File: src/hdl/supervisor_map.svh
`ifndef SUPERVISOR_MAP_SVH
`define SUPERVISOR_MAP_SVH

// register byte offsets
`define OFS_CTRL        4'h0
`define OFS_FLAGS       4'h4
`define OFS_STATUS      4'h8
`define OFS_MASK        4'hc

// control register fields
`define CTRL_RAIL_EN    0
`define CTRL_PIN_CTRL   1
`define CTRL_PIN_SEL    2
`define CTRL_DISCHARGE  3
`define CTRL_WARN_SEL   4
`define CTRL_OFF_MASK   5
`define CTRL_LIMIT_LSB  8
`define CTRL_RESET      32'h0000_0000

// flag register fields, write 1 to clear
`define FLG_PEAK_LSB    0
`define FLG_SHORT       4
`define FLG_WARN        5
`define FLG_TRIP        6
`define FLG_OFF         7
`define FLG_SUMMARY     8

// status register fields
`define STA_PEAK_LSB    0
`define STA_WARN        4
`define STA_TRIP        5
`define STA_RAIL_ON     6
`define STA_MODE_LSB    8

// mask register fields
`define MSK_PEAK_LSB    0
`define MSK_WARN        4
`define MASK_RESET      32'h0000_0000

// timing
`define CLK_PERIOD_NS   10
`define DEB_TIME_NS     20000
`define OVL_TIME_NS     1000000
`define PIN_SYNC_NS     3000
`define OTP_LOAD_CYC    16

`endif

File: src/hdl/supervisor_pkg.sv
package supervisor_pkg;

  typedef enum logic [1:0] {
    MODE_SHUTDOWN,
    MODE_OTP_READ,
    MODE_STANDBY,
    MODE_ACTIVE
  } dev_mode_e;

  typedef logic [31:0] word_t;

endpackage

File: src/hdl/regulator_protection_supervisor.sv
// The implementer's own choices: the Wishbone interface to the registers and the register addresses.
`include "supervisor_map.svh"

// How it works
// RULE1 - 20 us peak regulation sets flag, irq
// RULE2 - live peak status readable per regulator
// RULE3 - output low 1 ms after enable trips
// RULE4 - feedback low 1 ms in run trips
// RULE5 - trip sets short, summary, clears rail state
// RULE6 - clearing short flag retries start if requested
// RULE7 - warning threshold picked by config bit
// RULE8 - warning sets flag, irq, live bit
// RULE9 - overtemperature trips rail, flag, standby
// RULE10 - trip flag clear blocked while hot
// RULE11 - no enable while hot or trip pending
// RULE12 - fault off: stage hi-z, optional pulldown
// RULE13 - supply lockout forces shutdown, later standby
// RULE14 - came-from-off flag after shutdown if unmasked; the mask bit is still at reset then, so the flag is always set
// RULE15 - inputs debounced by clock-driven counters
// RULE16 - enable pins only synchronised, about 3 us
// RULE17 - otp load keeps regulator off
// RULE18 - standby: rail off, registers open, enable allowed
// RULE19 - active while a phase is enabled
// RULE20 - host sets equal limits on shared rail
// RULE21 - irq low while any unmasked flag set
// RULE22 - flags latched on event until cleared
module regulator_protection_supervisor #(
  parameter int PHASES     = 4,
  parameter int OVL_CYCLES = (`OVL_TIME_NS + `CLK_PERIOD_NS - 1) / `CLK_PERIOD_NS,
  parameter int OTP_CYCLES = `OTP_LOAD_CYC
) (
  // clock and reset
  input  wire logic              clk_sys_in,
  input  wire logic              rst_b_in,
  // wishbone slave
  input  wire logic              wb_cyc_in,
  input  wire logic              wb_stb_in,
  input  wire logic              wb_we_in,
  input  wire logic [3:0]        wb_adr_in,
  input  wire logic [3:0]        wb_sel_in,
  input  wire logic [31:0]       wb_dat_in,
  output logic      [31:0]       wb_dat_out,
  output logic                   wb_ack_out,
  // analog monitors
  input  wire logic [PHASES-1:0] peak_reg_in,
  input  wire logic              fb_low_in,
  input  wire logic              hot_warn_lo_in,
  input  wire logic              hot_warn_hi_in,
  input  wire logic              hot_trip_in,
  input  wire logic              main_supply_ok_in,
  input  wire logic              power_keep_in,
  input  wire logic              enable_pin_1_in,
  input  wire logic              enable_pin_2_in,
  // power stage and host
  output logic                   rail_on_out,
  output logic                   stage_hiz_out,
  output logic                   pulldown_en_out,
  output logic                   irq_n_out
);

  localparam int DEB_CYCLES  = (`DEB_TIME_NS + `CLK_PERIOD_NS - 1) / `CLK_PERIOD_NS;
  localparam int SYNC_CYCLES = `PIN_SYNC_NS / `CLK_PERIOD_NS;
  localparam int NCH         = PHASES + 3;
  localparam int CMAX        = (OVL_CYCLES > DEB_CYCLES) ? OVL_CYCLES : DEB_CYCLES;
  localparam int CW          = $clog2(CMAX + 1);
  localparam int SW          = $clog2(SYNC_CYCLES + 1);
  localparam int OW          = $clog2(OTP_CYCLES + 1);

  if (PHASES < 1 || PHASES > 4) begin : g_chk_phases
    $error("PHASES must be 1 to 4");
  end
  if (OVL_CYCLES < 1 || OTP_CYCLES < 1) begin : g_chk_counts
    $error("cycle counts must be at least 1");
  end

  supervisor_pkg::dev_mode_e mode_reg;
  supervisor_pkg::word_t     ctrl_reg;
  supervisor_pkg::word_t     mask_reg;
  supervisor_pkg::word_t     rd_next;

  logic [PHASES-1:0] peak_flag_reg;
  logic              short_flag_reg;
  logic              warn_flag_reg;
  logic              trip_flag_reg;
  logic              off_flag_reg;
  logic              was_off_reg;
  logic              fault_off_reg;
  logic [NCH-1:0]    raw;
  logic [NCH-1:0]    filt;
  logic [NCH-1:0]    filt_q_reg;
  logic [SW-1:0]     sync_cnt_reg;
  logic              pin1_reg;
  logic              pin2_reg;
  logic [CW-1:0]     start_cnt_reg;
  logic              start_done_reg;
  logic [OW-1:0]     otp_cnt_reg;
  logic              powered;
  logic              wr_en;
  logic              clr_flags;
  logic [31:0]       wmask;
  logic              pin_req;
  logic              en_req;
  logic              start_fail;
  logic              overload;
  logic              sc_trip;
  logic              hot_block;
  logic              can_start;
  logic [PHASES-1:0] peak_rise;
  logic              warn_rise;
  logic              trip_rise;
  logic              irq_next;

  // supply lockout acts without debounce
  assign powered = main_supply_ok_in & power_keep_in; // RULE13

  // channel order: peaks, warning, trip, feedback low
  assign raw = {fb_low_in, hot_trip_in,
                ctrl_reg[`CTRL_WARN_SEL] ? hot_warn_hi_in : hot_warn_lo_in, // RULE7
                peak_reg_in};

  // debounce counters, both edges
  for (genvar i = 0; i < NCH; i++) begin : g_deb
    localparam int LIM = (i == NCH - 1) ? OVL_CYCLES : DEB_CYCLES;
    logic [CW-1:0] cnt_reg;
    logic          val_reg;
    always_ff @(posedge clk_sys_in or negedge rst_b_in) begin
      if (!rst_b_in) begin
        cnt_reg <= '0;
        val_reg <= 1'b0;
      end else if (raw[i] == val_reg) begin
        cnt_reg <= '0; // RULE15
      end else if (cnt_reg == CW'(LIM - 1)) begin
        cnt_reg <= '0;
        val_reg <= raw[i]; // RULE15
      end else begin
        cnt_reg <= cnt_reg + 1'b1;
      end
    end
    assign filt[i] = val_reg;
  end

  always_ff @(posedge clk_sys_in or negedge rst_b_in) begin
    if (!rst_b_in) begin
      filt_q_reg <= '0;
    end else begin
      filt_q_reg <= filt;
    end
  end

  assign peak_rise = filt[PHASES-1:0] & ~filt_q_reg[PHASES-1:0];
  assign warn_rise = filt[PHASES] & ~filt_q_reg[PHASES];
  assign trip_rise = filt[PHASES+1] & ~filt_q_reg[PHASES+1];

  // enable pins sampled on a 3 us tick, no filtering
  always_ff @(posedge clk_sys_in or negedge rst_b_in) begin
    if (!rst_b_in) begin
      sync_cnt_reg <= '0;
      pin1_reg     <= 1'b0;
      pin2_reg     <= 1'b0;
    end else if (sync_cnt_reg == SW'(SYNC_CYCLES - 1)) begin
      sync_cnt_reg <= '0;
      pin1_reg     <= enable_pin_1_in; // RULE16
      pin2_reg     <= enable_pin_2_in; // RULE16
    end else begin
      sync_cnt_reg <= sync_cnt_reg + 1'b1;
    end
  end

  assign pin_req = ctrl_reg[`CTRL_PIN_SEL] ? pin2_reg : pin1_reg;
  assign en_req  = ctrl_reg[`CTRL_RAIL_EN] & (~ctrl_reg[`CTRL_PIN_CTRL] | pin_req);

  // start-up short and running overload
  always_ff @(posedge clk_sys_in or negedge rst_b_in) begin
    if (!rst_b_in) begin
      start_cnt_reg  <= '0;
      start_done_reg <= 1'b0;
    end else if (mode_reg != supervisor_pkg::MODE_ACTIVE) begin
      start_cnt_reg  <= '0;
      start_done_reg <= 1'b0;
    end else if (!start_done_reg) begin
      if (start_cnt_reg == CW'(OVL_CYCLES - 1)) begin
        start_done_reg <= 1'b1;
      end
      start_cnt_reg <= start_cnt_reg + 1'b1;
    end
  end

  assign start_fail = ~start_done_reg & (start_cnt_reg == CW'(OVL_CYCLES - 1))
                      & fb_low_in; // RULE3
  assign overload   = start_done_reg & filt[NCH-1]; // RULE4
  assign sc_trip    = (mode_reg == supervisor_pkg::MODE_ACTIVE) & (start_fail | overload);
  assign hot_block  = filt[PHASES+1] | trip_flag_reg; // RULE11
  assign can_start  = en_req & ~hot_block & ~short_flag_reg; // RULE6

  // operating modes
  always_ff @(posedge clk_sys_in or negedge rst_b_in) begin
    if (!rst_b_in) begin
      mode_reg    <= supervisor_pkg::MODE_SHUTDOWN;
      otp_cnt_reg <= '0;
    end else if (!powered) begin
      mode_reg    <= supervisor_pkg::MODE_SHUTDOWN; // RULE13
      otp_cnt_reg <= '0;
    end else begin
      case (mode_reg)
        supervisor_pkg::MODE_SHUTDOWN: begin
          mode_reg <= supervisor_pkg::MODE_OTP_READ;
        end
        supervisor_pkg::MODE_OTP_READ: begin
          if (otp_cnt_reg == OW'(OTP_CYCLES - 1)) begin
            mode_reg <= supervisor_pkg::MODE_STANDBY; // RULE17
          end
          otp_cnt_reg <= otp_cnt_reg + 1'b1;
        end
        supervisor_pkg::MODE_STANDBY: begin
          if (can_start) begin
            mode_reg <= supervisor_pkg::MODE_ACTIVE; // RULE18
          end
        end
        supervisor_pkg::MODE_ACTIVE: begin
          if (sc_trip || filt[PHASES+1] || !en_req) begin
            mode_reg <= supervisor_pkg::MODE_STANDBY; // RULE9
          end
        end
        default: begin
          mode_reg <= supervisor_pkg::MODE_SHUTDOWN;
        end
      endcase
    end
  end

  // power stage outputs
  always_ff @(posedge clk_sys_in or negedge rst_b_in) begin
    if (!rst_b_in) begin
      fault_off_reg <= 1'b0;
    end else if (!powered) begin
      fault_off_reg <= 1'b1; // RULE13
    end else if (mode_reg == supervisor_pkg::MODE_ACTIVE && (sc_trip || filt[PHASES+1])) begin
      fault_off_reg <= 1'b1; // RULE12
    end else if (mode_reg == supervisor_pkg::MODE_STANDBY && can_start) begin
      fault_off_reg <= 1'b0;
    end
  end

  always_ff @(posedge clk_sys_in or negedge rst_b_in) begin
    if (!rst_b_in) begin
      rail_on_out     <= 1'b0;
      stage_hiz_out   <= 1'b1;
      pulldown_en_out <= 1'b0;
    end else begin
      rail_on_out     <= (mode_reg == supervisor_pkg::MODE_ACTIVE) & ~sc_trip
                         & ~filt[PHASES+1] & en_req & powered; // RULE19
      stage_hiz_out   <= (mode_reg != supervisor_pkg::MODE_ACTIVE) | sc_trip
                         | filt[PHASES+1] | ~powered; // RULE12
      pulldown_en_out <= ~powered
                         | (fault_off_reg & ctrl_reg[`CTRL_DISCHARGE]
                            & (mode_reg != supervisor_pkg::MODE_ACTIVE)); // RULE12
    end
  end

  // wishbone access
  assign wr_en     = wb_cyc_in & wb_stb_in & wb_we_in & ~wb_ack_out;
  assign wmask     = {{8{wb_sel_in[3]}}, {8{wb_sel_in[2]}}, {8{wb_sel_in[1]}}, {8{wb_sel_in[0]}}};
  assign clr_flags = wr_en & (wb_adr_in == `OFS_FLAGS);

  always_ff @(posedge clk_sys_in or negedge rst_b_in) begin
    if (!rst_b_in) begin
      wb_ack_out <= 1'b0;
    end else begin
      wb_ack_out <= wb_cyc_in & wb_stb_in & ~wb_ack_out;
    end
  end

  // configuration, defaulted in shutdown and otp load
  always_ff @(posedge clk_sys_in or negedge rst_b_in) begin
    if (!rst_b_in) begin
      ctrl_reg <= `CTRL_RESET;
      mask_reg <= `MASK_RESET;
    end else if (mode_reg == supervisor_pkg::MODE_SHUTDOWN
                 || mode_reg == supervisor_pkg::MODE_OTP_READ) begin
      ctrl_reg <= `CTRL_RESET; // RULE14
      mask_reg <= `MASK_RESET;
    end else if (wr_en && wb_adr_in == `OFS_CTRL) begin
      ctrl_reg <= (ctrl_reg & ~wmask) | (wb_dat_in & wmask); // RULE18
    end else if (wr_en && wb_adr_in == `OFS_MASK) begin
      mask_reg <= (mask_reg & ~wmask) | (wb_dat_in & wmask);
    end
  end

  // event flags, a new event wins over a clear
  always_ff @(posedge clk_sys_in or negedge rst_b_in) begin
    if (!rst_b_in) begin
      peak_flag_reg  <= '0;
      short_flag_reg <= 1'b0;
      warn_flag_reg  <= 1'b0;
      trip_flag_reg  <= 1'b0;
    end else if (mode_reg == supervisor_pkg::MODE_SHUTDOWN) begin
      peak_flag_reg  <= '0;
      short_flag_reg <= 1'b0;
      warn_flag_reg  <= 1'b0;
      trip_flag_reg  <= 1'b0;
    end else begin
      for (int p = 0; p < PHASES; p++) begin
        if (peak_rise[p]) begin
          peak_flag_reg[p] <= 1'b1; // RULE1
        end else if (clr_flags && wb_sel_in[0] && wb_dat_in[`FLG_PEAK_LSB+p]) begin
          peak_flag_reg[p] <= 1'b0; // RULE22
        end
      end
      if (sc_trip) begin
        short_flag_reg <= 1'b1; // RULE5
      end else if (clr_flags && wb_sel_in[0] && wb_dat_in[`FLG_SHORT]) begin
        short_flag_reg <= 1'b0; // RULE6
      end
      if (warn_rise) begin
        warn_flag_reg <= 1'b1; // RULE8
      end else if (clr_flags && wb_sel_in[0] && wb_dat_in[`FLG_WARN]) begin
        warn_flag_reg <= 1'b0; // RULE8
      end
      if (trip_rise) begin
        trip_flag_reg <= 1'b1; // RULE9
      end else if (clr_flags && wb_sel_in[0] && wb_dat_in[`FLG_TRIP]
                   && !filt[PHASES+1]) begin
        trip_flag_reg <= 1'b0; // RULE10
      end
    end
  end

  // came-from-off flag
  always_ff @(posedge clk_sys_in or negedge rst_b_in) begin
    if (!rst_b_in) begin
      was_off_reg  <= 1'b1;
      off_flag_reg <= 1'b0;
    end else if (mode_reg == supervisor_pkg::MODE_SHUTDOWN) begin
      was_off_reg  <= 1'b1;
      off_flag_reg <= 1'b0;
    end else if (was_off_reg && mode_reg == supervisor_pkg::MODE_STANDBY) begin
      was_off_reg  <= 1'b0;
      off_flag_reg <= ~ctrl_reg[`CTRL_OFF_MASK]; // RULE14
    end else if (clr_flags && wb_sel_in[0] && wb_dat_in[`FLG_OFF]) begin
      off_flag_reg <= 1'b0; // RULE14
    end
  end

  // interrupt line
  assign irq_next = |(peak_flag_reg & ~mask_reg[`MSK_PEAK_LSB +: PHASES])
                    | short_flag_reg | trip_flag_reg | off_flag_reg
                    | (warn_flag_reg & ~mask_reg[`MSK_WARN]);

  always_ff @(posedge clk_sys_in or negedge rst_b_in) begin
    if (!rst_b_in) begin
      irq_n_out <= 1'b1;
    end else begin
      irq_n_out <= ~irq_next; // RULE21
    end
  end

  // read data
  always_comb begin
    rd_next = '0;
    case (wb_adr_in)
      `OFS_CTRL: begin
        rd_next = ctrl_reg;
      end
      `OFS_FLAGS: begin
        rd_next[`FLG_PEAK_LSB +: PHASES] = peak_flag_reg;
        rd_next[`FLG_SHORT]   = short_flag_reg;
        rd_next[`FLG_WARN]    = warn_flag_reg;
        rd_next[`FLG_TRIP]    = trip_flag_reg;
        rd_next[`FLG_OFF]     = off_flag_reg;
        rd_next[`FLG_SUMMARY] = short_flag_reg | peak_flag_reg[0]; // RULE5
      end
      `OFS_STATUS: begin
        rd_next[`STA_PEAK_LSB +: PHASES] = filt[PHASES-1:0]; // RULE2
        rd_next[`STA_WARN]    = filt[PHASES]; // RULE8
        rd_next[`STA_TRIP]    = filt[PHASES+1]; // RULE9
        rd_next[`STA_RAIL_ON] = rail_on_out; // RULE5
        rd_next[`STA_MODE_LSB +: 2] = mode_reg;
      end
      `OFS_MASK: begin
        rd_next = mask_reg;
      end
      default: begin
        rd_next = '0;
      end
    endcase
  end

  always_ff @(posedge clk_sys_in or negedge rst_b_in) begin
    if (!rst_b_in) begin
      wb_dat_out <= '0;
    end else if (wb_cyc_in && wb_stb_in && !wb_we_in && !wb_ack_out) begin
      wb_dat_out <= rd_next;
    end
  end

endmodule // regulator_protection_supervisor

File: config.mk
export PLATFORM = sky130hd
export DESIGN_NAME = regulator_protection_supervisor
export DESIGN_NICKNAME = d
export VERILOG_FILES = /design/src/hdl/supervisor_pkg.sv /design/src/hdl/regulator_protection_supervisor.sv
export VERILOG_INCLUDE_DIRS = /design/src /design/src/hdl
export SDC_FILE = /design/constraint.sdc
export NUM_CORES = 1
export LEC_CHECK = 0
export ABC_AREA = 1
export BUFFER_PORTS_ARGS = -buffer_cell sky130_fd_sc_hd__buf_2
export CORE_ASPECT_RATIO = 0.6
export CORE_MARGIN = 8
export CORE_UTILIZATION = 25
export DETAILED_ROUTE_END_ITERATION = 8
export GPL_TIMING_DRIVEN = 0
export HOLD_SLACK_MARGIN = 0.08
export PLACE_DENSITY = 0.47
export SLEW_MARGIN = 20
export SYNTH_ARGS = -nofsm -noshare
export SYNTH_HDL_FRONTEND = slang
export SYNTH_SLANG_ARGS = --single-unit
File: constraint.sdc
create_clock -name clk_sys_in -period 1.93 [get_ports clk_sys_in]
set_clock_uncertainty 0.2 [all_clocks]
set_input_delay 0 -clock clk_sys_in [delete_from_list [all_inputs] [get_ports clk_sys_in]]
set_output_delay 0 -clock clk_sys_in [all_outputs]
set_load 0.02 [all_outputs]
==> results of run 1 <==
[metrics by stage]
step,utilization (%),hold slack [ns]
after floorplan,-,-0.496
after global placement,27.7,0.0184
after detailed placement,27.9,-0.268
after CTS,32.0,-0.153
after global routing,32.3,-0.123
final,32.4,-0.137
[cell type report]
cell class	count	area, um2	share of cell area (%)
flip-flops and latches	279	6990	40.0
multi-input cells	1115	5780	33.1
repair buffers	199	1730	9.90
well taps	714	893	5.12
clock buffers	41	841	4.82
inverters	219	823	4.72
plain buffers	34	195	1.12
clock inverters	12	191	1.10
diodes	3	7.51	0.0430
[synthesized netlist by cell type (all sizes together), types with 10 or more instances]
| cell type | count | area (um2) |
|---|---|---|
| nor3 | 50 | 299 |
| a211oi | 15 | 173 |
| nor2 | 259 | 1020 |
| o21ai | 68 | 344 |
| nand3 | 97 | 503 |
| buf | 24 | 136 |
| ha | 11 | 138 |
| a21oi | 74 | 370 |
| a31oi | 19 | 119 |
| o22ai | 55 | 344 |
| nand4 | 28 | 181 |
| inv | 218 | 818 |
| xor2 | 44 | 385 |
| nand2 | 337 | 1290 |
| nor3b | 17 | 128 |
| clkbuf | 10 | 37.5 |
| xnor2 | 15 | 131 |
| dfrtp | 276 | 6910 |
[logic make-up after synthesis]
group	after synthesis	synth area share (%)
multiplexers	1	0.0828
AO/OA/AOI/OAI	239	10.4
flip-flops	279	51.4
buffers and inverters	253	7.34
XOR/XNOR	59	3.80
adder cells (fa/ha/maj)	11	1.01
AND/OR/NAND/NOR	804	26.0
[what timing repair did]
action                                  in CTS  in global routing
setup buffers                                1                  6
endpoints found under the hold margin      435                119
gates resized for setup                     12                 48
gates cloned                                 0                  1
pin swaps                                    1                  8
endpoints found under the setup margin     116                129
[final timing paths]
check,start,to,slack (ns),cells after the start
worst max-delay path,wb_dat_in[13],ctrl_reg[13],0.07,8
worst min-delay path,rst_b_in,g_deb[6].cnt_reg[7],-0.14,9
worst max register to register,wb_ack_out,ctrl_reg[2],0.08,6
worst min register to register,g_deb[4].val_reg,filt_q_reg[4],0.20,0
max in group asynchronous,rst_b_in,g_deb[1].cnt_reg[9],0.43,11
min in group clk_sys_in,hot_trip_in,g_deb[5].val_reg,0.09,4
[layer usage]
layer | routed length (um) | vias to the layer above | track usage (%) | part of all wire (%)
li1 | - | 5839 | - | -
met1 | 20100 | 5603 | 19.2 | 53
met2 | 15400 | 266 | 17.0 | 40
met3 | 2120 | 50 | 2.28 | 5.5
met4 | 622 | 0 | 2.35 | 1.6
met5 | 0 | - | 0 | 0
[power by group]
group          total (uW)  internal, uW  switching, uW
Clock                6140          3690           2450
Combinational        1020           401            622
Sequential           6050          5970           85.5
[worst min-delay path, delay by kind of cell]
family | cells | cell delay, ns
buffers and inverters | 9 | 1.01
==> impl_results.md, run 1 <==
* Period utilisation layout at 96.6%
* Worst relative slew slack at around 50%
* Leak Pwr at 0.00772 uW
* Power density over the cells at between 700 and 800 mW/mm2
* Setup violations, final at 0
* Fill cell total of the finished layout at 5,690
* Sum of overflow across all layers after global routing at 0
* Final Hold Vio Count at about 120
* Cell area after synthesis at around 0.014 mm2
* Post-route ant nets at 0
* Wire length of the first global-routing pass at between 60 and 70 mm
* Overall die width at 317 um
* Count of input and output buffers at 90
* EDFF count, synth at 0
* Standard cell area after detailed placement at approximately 0.015 mm2
* Net count of the finished layout at ~2,000
* DP Worst Slack at -0.289 ns
* Number of cells after detailed placement at 2,453
* Register bit total from synthesis at around 280
* Pin count of the biggest net entering global routing at 86
* F_max at about 0.54 GHz
* Worst hold-check path type: in2async
* Fraction of final layout cells sized beyond drive strength 1 at 14.2%
* Tmin final at about 1.9 ns
* Arr. time, crit path at 2.11 ns
* Final worst hold slack at -0.137 ns
* Clock Tree Root: sky130_fd_sc_hd__clkbuf_16
* Routed wire length at around 38 mm
* Number of maximum-capacitance violations at 0
* Average size of a mapped cell at 8.26 um2
* Number of warning messages in the yosys log at 0
* Max reg flops at approximately 120
* Max Buffers Root-to-Sink at 3
* Most frequent standard cell in the layout excluding fill and tap cells: sky130_fd_sc_hd__nand2_1
* Critical path buffer and inverter count at 5
* Synth cell types at 49
* Per-cell via count in the routed design at approximately 4.5
* Commonest cells after routing, fill and taps aside: 314 x sky130_fd_sc_hd__nand2_1, 275 x sky130_fd_sc_hd__dfrtp_1, 240 x sky130_fd_sc_hd__nor2_1
* Std-Cell Core Area at 0.0539 mm2
* Number of non-filler instances in the completed layout at around 2,600
* Critical path type: in2reg
* Setup Total Neg Slack at 0 ns
* Hold Buf Count CTS at 101
* Number of H-tree levels at 1
* Number of buffers added by the clock tree synthesis step at 29
* CTS clock-pin slew for the worst setup and hold paths at 0.06 ns
* TritonCTS Sinks at 279
* Placer's final routability congestion estimate at 0.839
* Unrepaired setup endpoints after global routing: true
* Avg WL per Cell at between 10 and 15 um
* Synthesized netlist net count at around 1,700
* Proportion of synthesized chip area in sequential cells at 51.4%
* Starting density of the core at about a quarter
* Y dimension of the die at about 200 um
* Main flop type after synthesis: sky130_fd_sc_hd__dfrtp_1
* Initial drt markers at 929
* Post-synthesis to final-layout area growth at 28.3%
* Boundary pin count at 94
* Overall die area at between 0.06 and 0.07 mm2
* Crit path max-delay cell type: sky130_fd_sc_hd__dlygate4sd3_1
* Category of cells accounting for the largest share of critical-path delay: buffers and inverters
* Critical Path Fanout Max at 2
* Final number of max-transition violations at 0
* Chain of cells forming the critical path: dlygate4sd3_1, buf_2, dlygate4sd3_1, nand2_1, dlygate4sd3_1, inv_1, a21oi_1, o22ai_1
* Outcome: complete, but fails checks
* Row Count at 66
* Violations in the final reports: negative hold slack
* Async set-or-reset flop fraction in the synthesized netlist at 100%
* DR vias at roughly 12,000
* Final design instance area without fill at 0.0174 mm2
* Pre-antenna DRT Iters at 5
* Slew at the pin closest to its max-slew limit at ~0.73 ns
* Gate count of the mapped netlist at about 1,600
* Latest clock arrival within the worst-skew pair at 0.58 ns
* Clock tree from TritonCTS: done
* Crit path largest cell delay at 0.58 ns
* Worst Setup Slack, final at roughly 0.066 ns
* Post-detailed-placement half-perimeter wirelength at 27.6 mm
* Number of global-route vias before repair at 11,474
* IR Drop Worst-Case VDD at a little over 600 uV
* Cell type with the highest occurrence count on the critical path: sky130_fd_sc_hd__dlygate4sd3_1
* GR Util All Layers at 12.2%
* Required time worst endpoint at 2.18 ns
* Pwr Total at approximately 13,000 uW
* Startpoint type of the worst setup path: input pin
* DRC Markers at 0
* CP endpoint kind: flop
* Number of antenna violations at the first check in global routing at 4
No activity file was read; power rests on OpenSTA's default activity.
==> inputs of run 2 (changes only) <==
--- a/config.mk
+++ b/config.mk
@@ -10,11 +10,11 @@
 export BUFFER_PORTS_ARGS = -buffer_cell sky130_fd_sc_hd__buf_2
 export CORE_ASPECT_RATIO = 0.6
 export CORE_MARGIN = 8
-export CORE_UTILIZATION = 25
+export CORE_UTILIZATION = 30
 export DETAILED_ROUTE_END_ITERATION = 8
 export GPL_TIMING_DRIVEN = 0
 export HOLD_SLACK_MARGIN = 0.08
-export PLACE_DENSITY = 0.47
+export PLACE_DENSITY = 0.52
 export SLEW_MARGIN = 20
 export SYNTH_ARGS = -nofsm -noshare
 export SYNTH_HDL_FRONTEND = slang
==> run 2 against run 1 <==
Effect of this change:
- the run now ends clean
- highest routed layer unchanged
- hold slack improved by 0.22 ns
- largest cell class unchanged
- maximum frequency decreased by 0.13%
- critical path depth unchanged
- count of clock-buffer cells in the layout increased by 4
- register-to-register slack about the same
- critical path type unchanged
- sequential cell count unchanged
- routed wire length decreased by 3.2%
==> impl_results.md, run 2 (synthesis results as in run 1) <==
* Outcome: completed
* Commonest cells after routing, fill and taps aside: 316 x sky130_fd_sc_hd__nand2_1, 275 x sky130_fd_sc_hd__dfrtp_1, 243 x sky130_fd_sc_hd__nor2_1
* CTS clock-pin slew for the worst setup and hold paths at 0.06 ns (about the same)
* CP endpoint kind: flop
* Y dimension of the die at 181 um (-8.0%)
* Setup violations, final at 0 (unchanged)
* Post-detailed-placement half-perimeter wirelength at 26.2 mm (-5.2%)
* Overall die width at 291 um (-8.3%)
* Final number of max-transition violations at 0 (unchanged)
* Placer's final routability congestion estimate at 0.850 (+1.3%)
* Number of maximum-capacitance violations at 0 (unchanged)
* Initial drt markers at 881 (-5.2%)
* Number of global-route vias before repair at 11,444 (-0.26%)
* Register-to-Register Path Depth at 7 (+1)
* Arr. time, crit path at 2.11 ns (about the same)
* Number of cells after detailed placement at 2,328 (-5.1%)
* Post-route ant nets at 0 (unchanged)
* Critical path type: in2reg
* Max reg flops at 119 (unchanged)
* Fraction of final layout cells sized beyond drive strength 1 at 14.0% (-0.21 points)
* Crit path largest cell delay at 0.59 ns (about the same)
* GR Util All Layers at 13.8% (+1.6 points)
* Unrepaired setup endpoints after global routing: true
* Area of all sequential standard cells at 0.00699 mm2 (unchanged)
* Slew at the pin closest to its max-slew limit at 0.602 ns (-0.131 ns)
* Overall die area at 0.0526 mm2 (-16%)
* Total area of multi-input combinational cells at 0.00577 mm2 (-0.26%)
* Most frequent standard cell in the layout excluding fill and tap cells: sky130_fd_sc_hd__nand2_1
* Fill cell total of the finished layout at 4,533 (-20%)
* Worst hold-check path type: in2reg
* Startpoint of the worst-slack reg-to-reg timing path: wb_ack_out
* Std-Cell Core Area at 0.0447 mm2 (-17%)
* Clock Tree Root: sky130_fd_sc_hd__clkbuf_16
* Pin count of the biggest net entering global routing at 86 (unchanged)
* Setup crit end: ctrl_reg[14]
* Row Count at 60 (-9.1%)
* Antenna cell count at 0 (-3)
* Worst reg-to-reg setup slack at 0.07 ns (about the same)
* DRC Markers at 0 (unchanged)
* Net count of the finished layout at 1,944 (-0.051%)
* Clock tree from TritonCTS: done
* Max Buffers Root-to-Sink at 3 (unchanged)
* Crit path max-delay cell type: sky130_fd_sc_hd__dlygate4sd3_1
* Period utilisation layout at 96.7% (+0.13 points)
* Setup Total Neg Slack at 0 ns (unchanged)
* Crit path launch: wb_dat_in[14]
* Chain of cells forming the critical path: dlygate4sd3_1, buf_2, dlygate4sd3_1, nand2_1, dlygate4sd3_1, inv_1, a21oi_1, o22ai_1
* Per-cell via count in the routed design at 4.72 (+5.0%)
* TritonCTS Sinks at 279 (unchanged)
* Starting density of the core at 30.4% (+5.2 points)
* DR vias at 11,740 (-0.15%)
* Required time worst endpoint at 2.18 ns (about the same)
* Tmin final at 1.87 ns (+0.00242 ns)
* Number of antenna violations at the first check in global routing at 0 (-4)
* Reg2Reg Capture Point: ctrl_reg[2]
* Count of input and output buffers at 90 (unchanged)
* F_max at 0.536 GHz (-0.13%)
* Boundary pin count at 94 (unchanged)
* Final Hold Vio Count at 0 (-100%)
* Worst relative slew slack at 59.7% (+9.8 points)
* Number of non-filler instances in the completed layout at 2,488 (-4.9%)
* Wire length of the first global-routing pass at 61.1 mm (-2.4%)
* Number of buffers added by the clock tree synthesis step at 29 (unchanged)
* Cell type with the highest occurrence count on the critical path: sky130_fd_sc_hd__dlygate4sd3_1
* Final core occ at 38.2% (+5.8 points)
* Power density over the cells at 745 mW/mm2 (-1.7%)
* Sum of overflow across all layers after global routing at 0 (unchanged)
* Critical Path Fanout Max at 2 (unchanged)
* Number of H-tree levels at 1 (unchanged)
* Latest clock arrival within the worst-skew pair at 0.57 ns (about the same)
* Routed wire length at 37.1 mm (-3.2%)
* Leak Pwr at 0.00760 uW (-1.6%)
* Avg WL per Cell at 14.9 um (+1.8%)
* Pre-antenna DRT Iters at 5 (unchanged)
* Post-synthesis to final-layout area growth at 25.6%
* IR Drop Worst-Case VDD at 504 uV (-17%)
* Startpoint type of the worst setup path: input pin
## run 2: cell count changes in the layout (fill, tap and decap cells not counted), moves of 3 or more
| cell | change |
|---|---|
| sky130_fd_sc_hd__clkbuf_8 | +3 |
| sky130_fd_sc_hd__bufinv_16 | -4 |
| sky130_fd_sc_hd__ha_2 | +3 |
| sky130_fd_sc_hd__buf_2 | -3 |
| sky130_fd_sc_hd__buf_16 | -8 |
| sky130_fd_sc_hd__dlygate4sd3_1 | +6 |
| sky130_fd_sc_hd__diode_2 | -3 |
| sky130_fd_sc_hd__ha_1 | -3 |
| sky130_fd_sc_hd__clkbuf_4 | +5 |
| sky130_fd_sc_hd__nand2_4 | -3 |
| sky130_fd_sc_hd__nor2_1 | +3 |
## run 2: timing repair
item                                   4_1_cts  5_1_grt
setup endpoints to repair                  102      196
gates cloned                                 0        1
hold buffers                                97        0
pin swaps                                    1       11
buffers inserted                             2        6
resized for setup                            9       50
endpoints found under the hold margin      502        0
## run 2: worst max-delay path: cells and delay by family
family	cells	cell delay (ns)
simple gates	1	0.08
compound gates	2	0.21
buf+inv	5	1.81
## run 2: area by class of cell
| type | instances | area share (%) |
|---|---|---|
| clock buffer | 45 | 5.19 |
| tap | 589 | 4.32 |
| sequential | 279 | 40.9 |
| inverter | 219 | 4.82 |
| multi-input combinational | 1114 | 33.8 |
| clock inverter | 9 | 0.491 |
| buffer | 34 | 1.14 |
| timing repair buffer | 199 | 9.36 |
## run 2: metrics by stage
step	setup slack, ns	instance area, um2	power, uW	hold slack [ns]
finish	0.0638	17100	12700	0.0844
global route	-0.0190	17100	13300	0.101
CTS	-0.00878	16900	12900	0.0818
detailed placement	-0.246	14900	6970	-0.236
global placement	-4.81	14800	6930	0.0219
floorplan	0.261	13600	6530	-0.496
## run 2: per-layer routing
metal  up-vias  global-route usage (%)  share of wire (%)
met4         0                    3.12                2.4
met5         -                       0                  0
li1       5836                       -                  -
met1      5559                    20.8                 51
met2       295                    20.2                 42
met3        50                    2.34                5.0
## run 2: power breakdown
| group | total (uW) | switching (uW) | internal [uW] |
|---|---|---|---|
| logic | 971 | 603 | 369 |
| clock network | 5690 | 2400 | 3290 |
| registers | 6050 | 86.6 | 5970 |
## run 2: worst min path at each step
stage / startpoint / endpoint / slack, ns / cells after the start
floorplan: rst_b_in / ctrl_reg[0] / -0.50 / 0
global placement: enable_pin_2_in / pin2_reg / 0.02 / 3
detailed placement: rst_b_in / g_deb[6].cnt_reg[13] / -0.24 / 1
CTS: wb_dat_in[17] / mask_reg[17] / 0.08 / 4
global route: fb_low_in / g_deb[6].val_reg / 0.10 / 4
finish: fb_low_in / g_deb[6].val_reg / 0.08 / 4
==> inputs of run 3 (changes only) <==
--- a/config.mk
+++ b/config.mk
@@ -11,6 +11,7 @@
 export CORE_ASPECT_RATIO = 0.6
 export CORE_MARGIN = 8
 export CORE_UTILIZATION = 30
+export CTS_BUF_LIST = sky130_fd_sc_hd__clkbuf_8
 export DETAILED_ROUTE_END_ITERATION = 8
 export GPL_TIMING_DRIVEN = 0
 export HOLD_SLACK_MARGIN = 0.08
==> run 3 against run 2 <==
Effect of this change:
- cell count rose by 1.4%
- sequential cell count did not move
- sequential power barely moved
- largest power group unchanged
==> impl_results.md, run 3 (synthesis results as in run 1) <==
* Outcome: completed
* Clock Tree Root: sky130_fd_sc_hd__clkbuf_8
* IR Drop Worst-Case VDD at 311 uV (-38%)
* Setup violations, final at 0 (unchanged)
* TritonCTS Sinks at 279 (unchanged)
* Reg2Reg Capture Point: mask_reg[3]
* Clock share of power at 41.7% (-3.1 points)
* Clock tree from TritonCTS: done
* Most frequent standard cell in the layout excluding fill and tap cells: sky130_fd_sc_hd__nand2_1
* Setup Total Neg Slack at 0 ns (unchanged)
* Final number of max-transition violations at 0 (unchanged)
* Final worst hold slack at 0.117 ns (+0.0329 ns)
* Power density over the cells at 706 mW/mm2 (-5.2%)
* CP endpoint kind: flop
* Net count of the finished layout at 1,973 (+1.5%)
* Number of antenna violations at the first check in global routing at 0 (unchanged)
* GR Util All Layers at 13.9% (+0.12 points)
* Tmin final at 1.91 ns (+0.0450 ns)
* Max Buffers Root-to-Sink at 3 (unchanged)
* Wire length of the first global-routing pass at 61.4 mm (+0.55%)
* Number of H-tree levels at 2 (+1)
* Worst relative slew slack at 58.8% (-0.91 points)
* Routed wire length at 37.4 mm (+0.99%)
* Unrepaired setup endpoints after global routing: true
* Required time worst endpoint at 2.20 ns (+0.02 ns)
* DR vias at 11,858 (+1.0%)
* Destination of the worst hold path: g_deb[6].cnt_reg[10]
* Y dimension of the die at 181 um (unchanged)
* Max reg flops at 119 (unchanged)
* Pin count of the biggest net entering global routing at 86 (unchanged)
* Antenna cell count at 0 (unchanged)
* DP Worst Slack at -0.246 ns (unchanged)
* Internal power at 8950 uW (-7.0%)
* Hold Path Depth at 5 (+1)
* Worst Setup Slack, final at 0.0188 ns (-0.0450 ns)
* Net Sw Frac at 25.8% (+1.5 points)
* Leak Pwr at 0.00767 uW (+0.88%)
* Count of input and output buffers at 90 (unchanged)
* Avg WL per Cell at 14.8 um (-0.37%)
* Worst hold-check path type: in2reg
* Overall die width at 291 um (unchanged)
* Final Hold Vio Count at 0 (unchanged)
* Switching power at 3120 uW (+0.89%)
* Overall die area at 0.0526 mm2 (unchanged)
* Sum of overflow across all layers after global routing at 0 (unchanged)
* Std-Cell Core Area at 0.0447 mm2 (unchanged)
* Number of global-route vias before repair at 11,613 (+1.5%)
* Fraction of final layout cells sized beyond drive strength 1 at 14.5% (+0.53 points)
* Latest clock arrival within the worst-skew pair at 0.60 ns (+0.03 ns)
* Slew at the pin closest to its max-slew limit at 0.615 ns (+0.0135 ns)
* Post-detailed-placement half-perimeter wirelength at 26.2 mm (unchanged)
* Number of maximum-capacitance violations at 0 (unchanged)
* Fill cell total of the finished layout at 4,531 (-0.044%)
* Commonest cells after routing, fill and taps aside: 315 x sky130_fd_sc_hd__nand2_1, 275 x sky130_fd_sc_hd__dfrtp_1, 243 x sky130_fd_sc_hd__nor2_1
* Worst reg-to-reg setup slack at 0.05 ns (-0.02 ns)
* Post-route ant nets at 0 (unchanged)
* Row Count at 60 (unchanged)
* Sequential Power Share at 50.2% (+2.6 points)
* Pre-antenna DRT Iters at 5 (unchanged)
* Placer's final routability congestion estimate at 0.850 (unchanged)
* Final core occ at 38.2% (about the same)
* Initial drt markers at 775 (-12%)
* Beginning of the worst hold path: fb_low_in
* Part of the power in combinational logic at 8.1% (+0.5 points)
* Arr. time, crit path at 2.18 ns (+0.07 ns)
* DRC Markers at 0 (unchanged)
* CTS clock-pin slew for the worst setup and hold paths at 0.06 ns (about the same)
* Period utilisation layout at 99.0% (+2.3 points)
* Number of buffers added by the clock tree synthesis step at 45 (+55%)
* Per-cell via count in the routed design at 4.70 (-0.36%)
* Starting density of the core at 30.4% (unchanged)
* Boundary pin count at 94 (unchanged)
* Register-to-Register Path Depth at 5 (-2)
* F_max at 0.523 GHz (-2.4%)
* Startpoint of the worst-slack reg-to-reg timing path: wb_ack_out
* Startpoint type of the worst setup path: input pin
* Post-synthesis to final-layout area growth at 25.7% (about the same)
* Final design instance area without fill at 0.0171 mm2 (about the same)
* Critical Path Fanout Max at 2 (unchanged)
* Standard cell area after detailed placement at 0.0149 mm2 (unchanged)
* Critical path type: in2reg
==> run 3: cell types whose count changed in the layout (fill, tap and decap cells not counted), sizes merged <==
cell	change
dlygate4sd3	+9
bufinv	-1
clkbuf	+10
clkinv	-4
buf	+5
inv	+15
==> run 3: worst max-delay path, stage by stage <==
cell	delay, ns
sky130_fd_sc_hd__dlygate4sd3_1	0.54
sky130_fd_sc_hd__buf_2	0.12
sky130_fd_sc_hd__dlygate4sd3_1	0.54
sky130_fd_sc_hd__nand2_1	0.09
sky130_fd_sc_hd__dlygate4sd3_1	0.63
sky130_fd_sc_hd__inv_1	0.05
sky130_fd_sc_hd__a21oi_1	0.11
sky130_fd_sc_hd__o22ai_1	0.10
==> run 3: repair_timing <==
| action | CTS | global route |
|---|---|---|
| setup endpoints to repair | 104 | 175 |
| setup buffers | 5 | 7 |
| resized for setup | 9 | 47 |
| pin swaps | 3 | 9 |
| hold buffers | 106 | 0 |
| gates cloned | 0 | 1 |
| hold endpoints to repair | 522 | 0 |
==> run 3: per-stage QoR <==
step / cells / power (uW)
2_1_floorplan: 1646 / 6530
3_3_place_gp: 2325 / 6930
3_5_place_dp: 2328 / 6970
4_1_cts: 2514 / 12300
5_1_grt: 2522 / 12700
6_report: 2522 / 12100
==> run 3: layout make-up <==
class	count	area (um2)	area share, %
clock buffer	56	771	4.51
tap	589	737	4.31
sequential	279	6990	40.9
clock inverter	19	86.3	0.505
inverter	219	823	4.82
multi-input combinational	1114	5760	33.7
buffer	34	193	1.13
timing repair buffer	212	1730	10.1
==> run 3: worst max path at each step <==
stage	startpoint	endpoint	depth (start not counted)	slack, ns
floorplan	wb_ack_out	mask_reg[22]	7	0.26
global placement	rst_b_in	g_deb[4].cnt_reg[14]	1	-4.81
detailed placement	wb_ack_out	ctrl_reg[16]	6	-0.25
CTS	g_deb[4].cnt_reg[0]	g_deb[4].cnt_reg[12]	9	-0.007
global route	g_deb[6].cnt_reg[0]	g_deb[6].cnt_reg[16]	11	-0.02
finish	wb_dat_in[15]	ctrl_reg[15]	8	0.02
==> run 3: metal layers <==
metal | vias up | GRT usage (%) | part of all wire, %
met5 | - | 0 | 0
met2 | 286 | 19.9 | 41
met1 | 5617 | 20.9 | 51
met3 | 62 | 2.74 | 5.4
li1 | 5893 | - | -
met4 | 0 | 3.97 | 2.3
==> run 3: power by group through the flow <==
stage | Combinational (uW) | Clock (uW) | Sequential (uW)
final | 983 | 5030 | 6060
after global routing | 1110 | 5490 | 6060
after CTS | 985 | 5210 | 6050
after detailed placement | 810 | 0 | 6160
after global placement | 776 | 0 | 6160
after floorplan | 329 | 0 | 6200
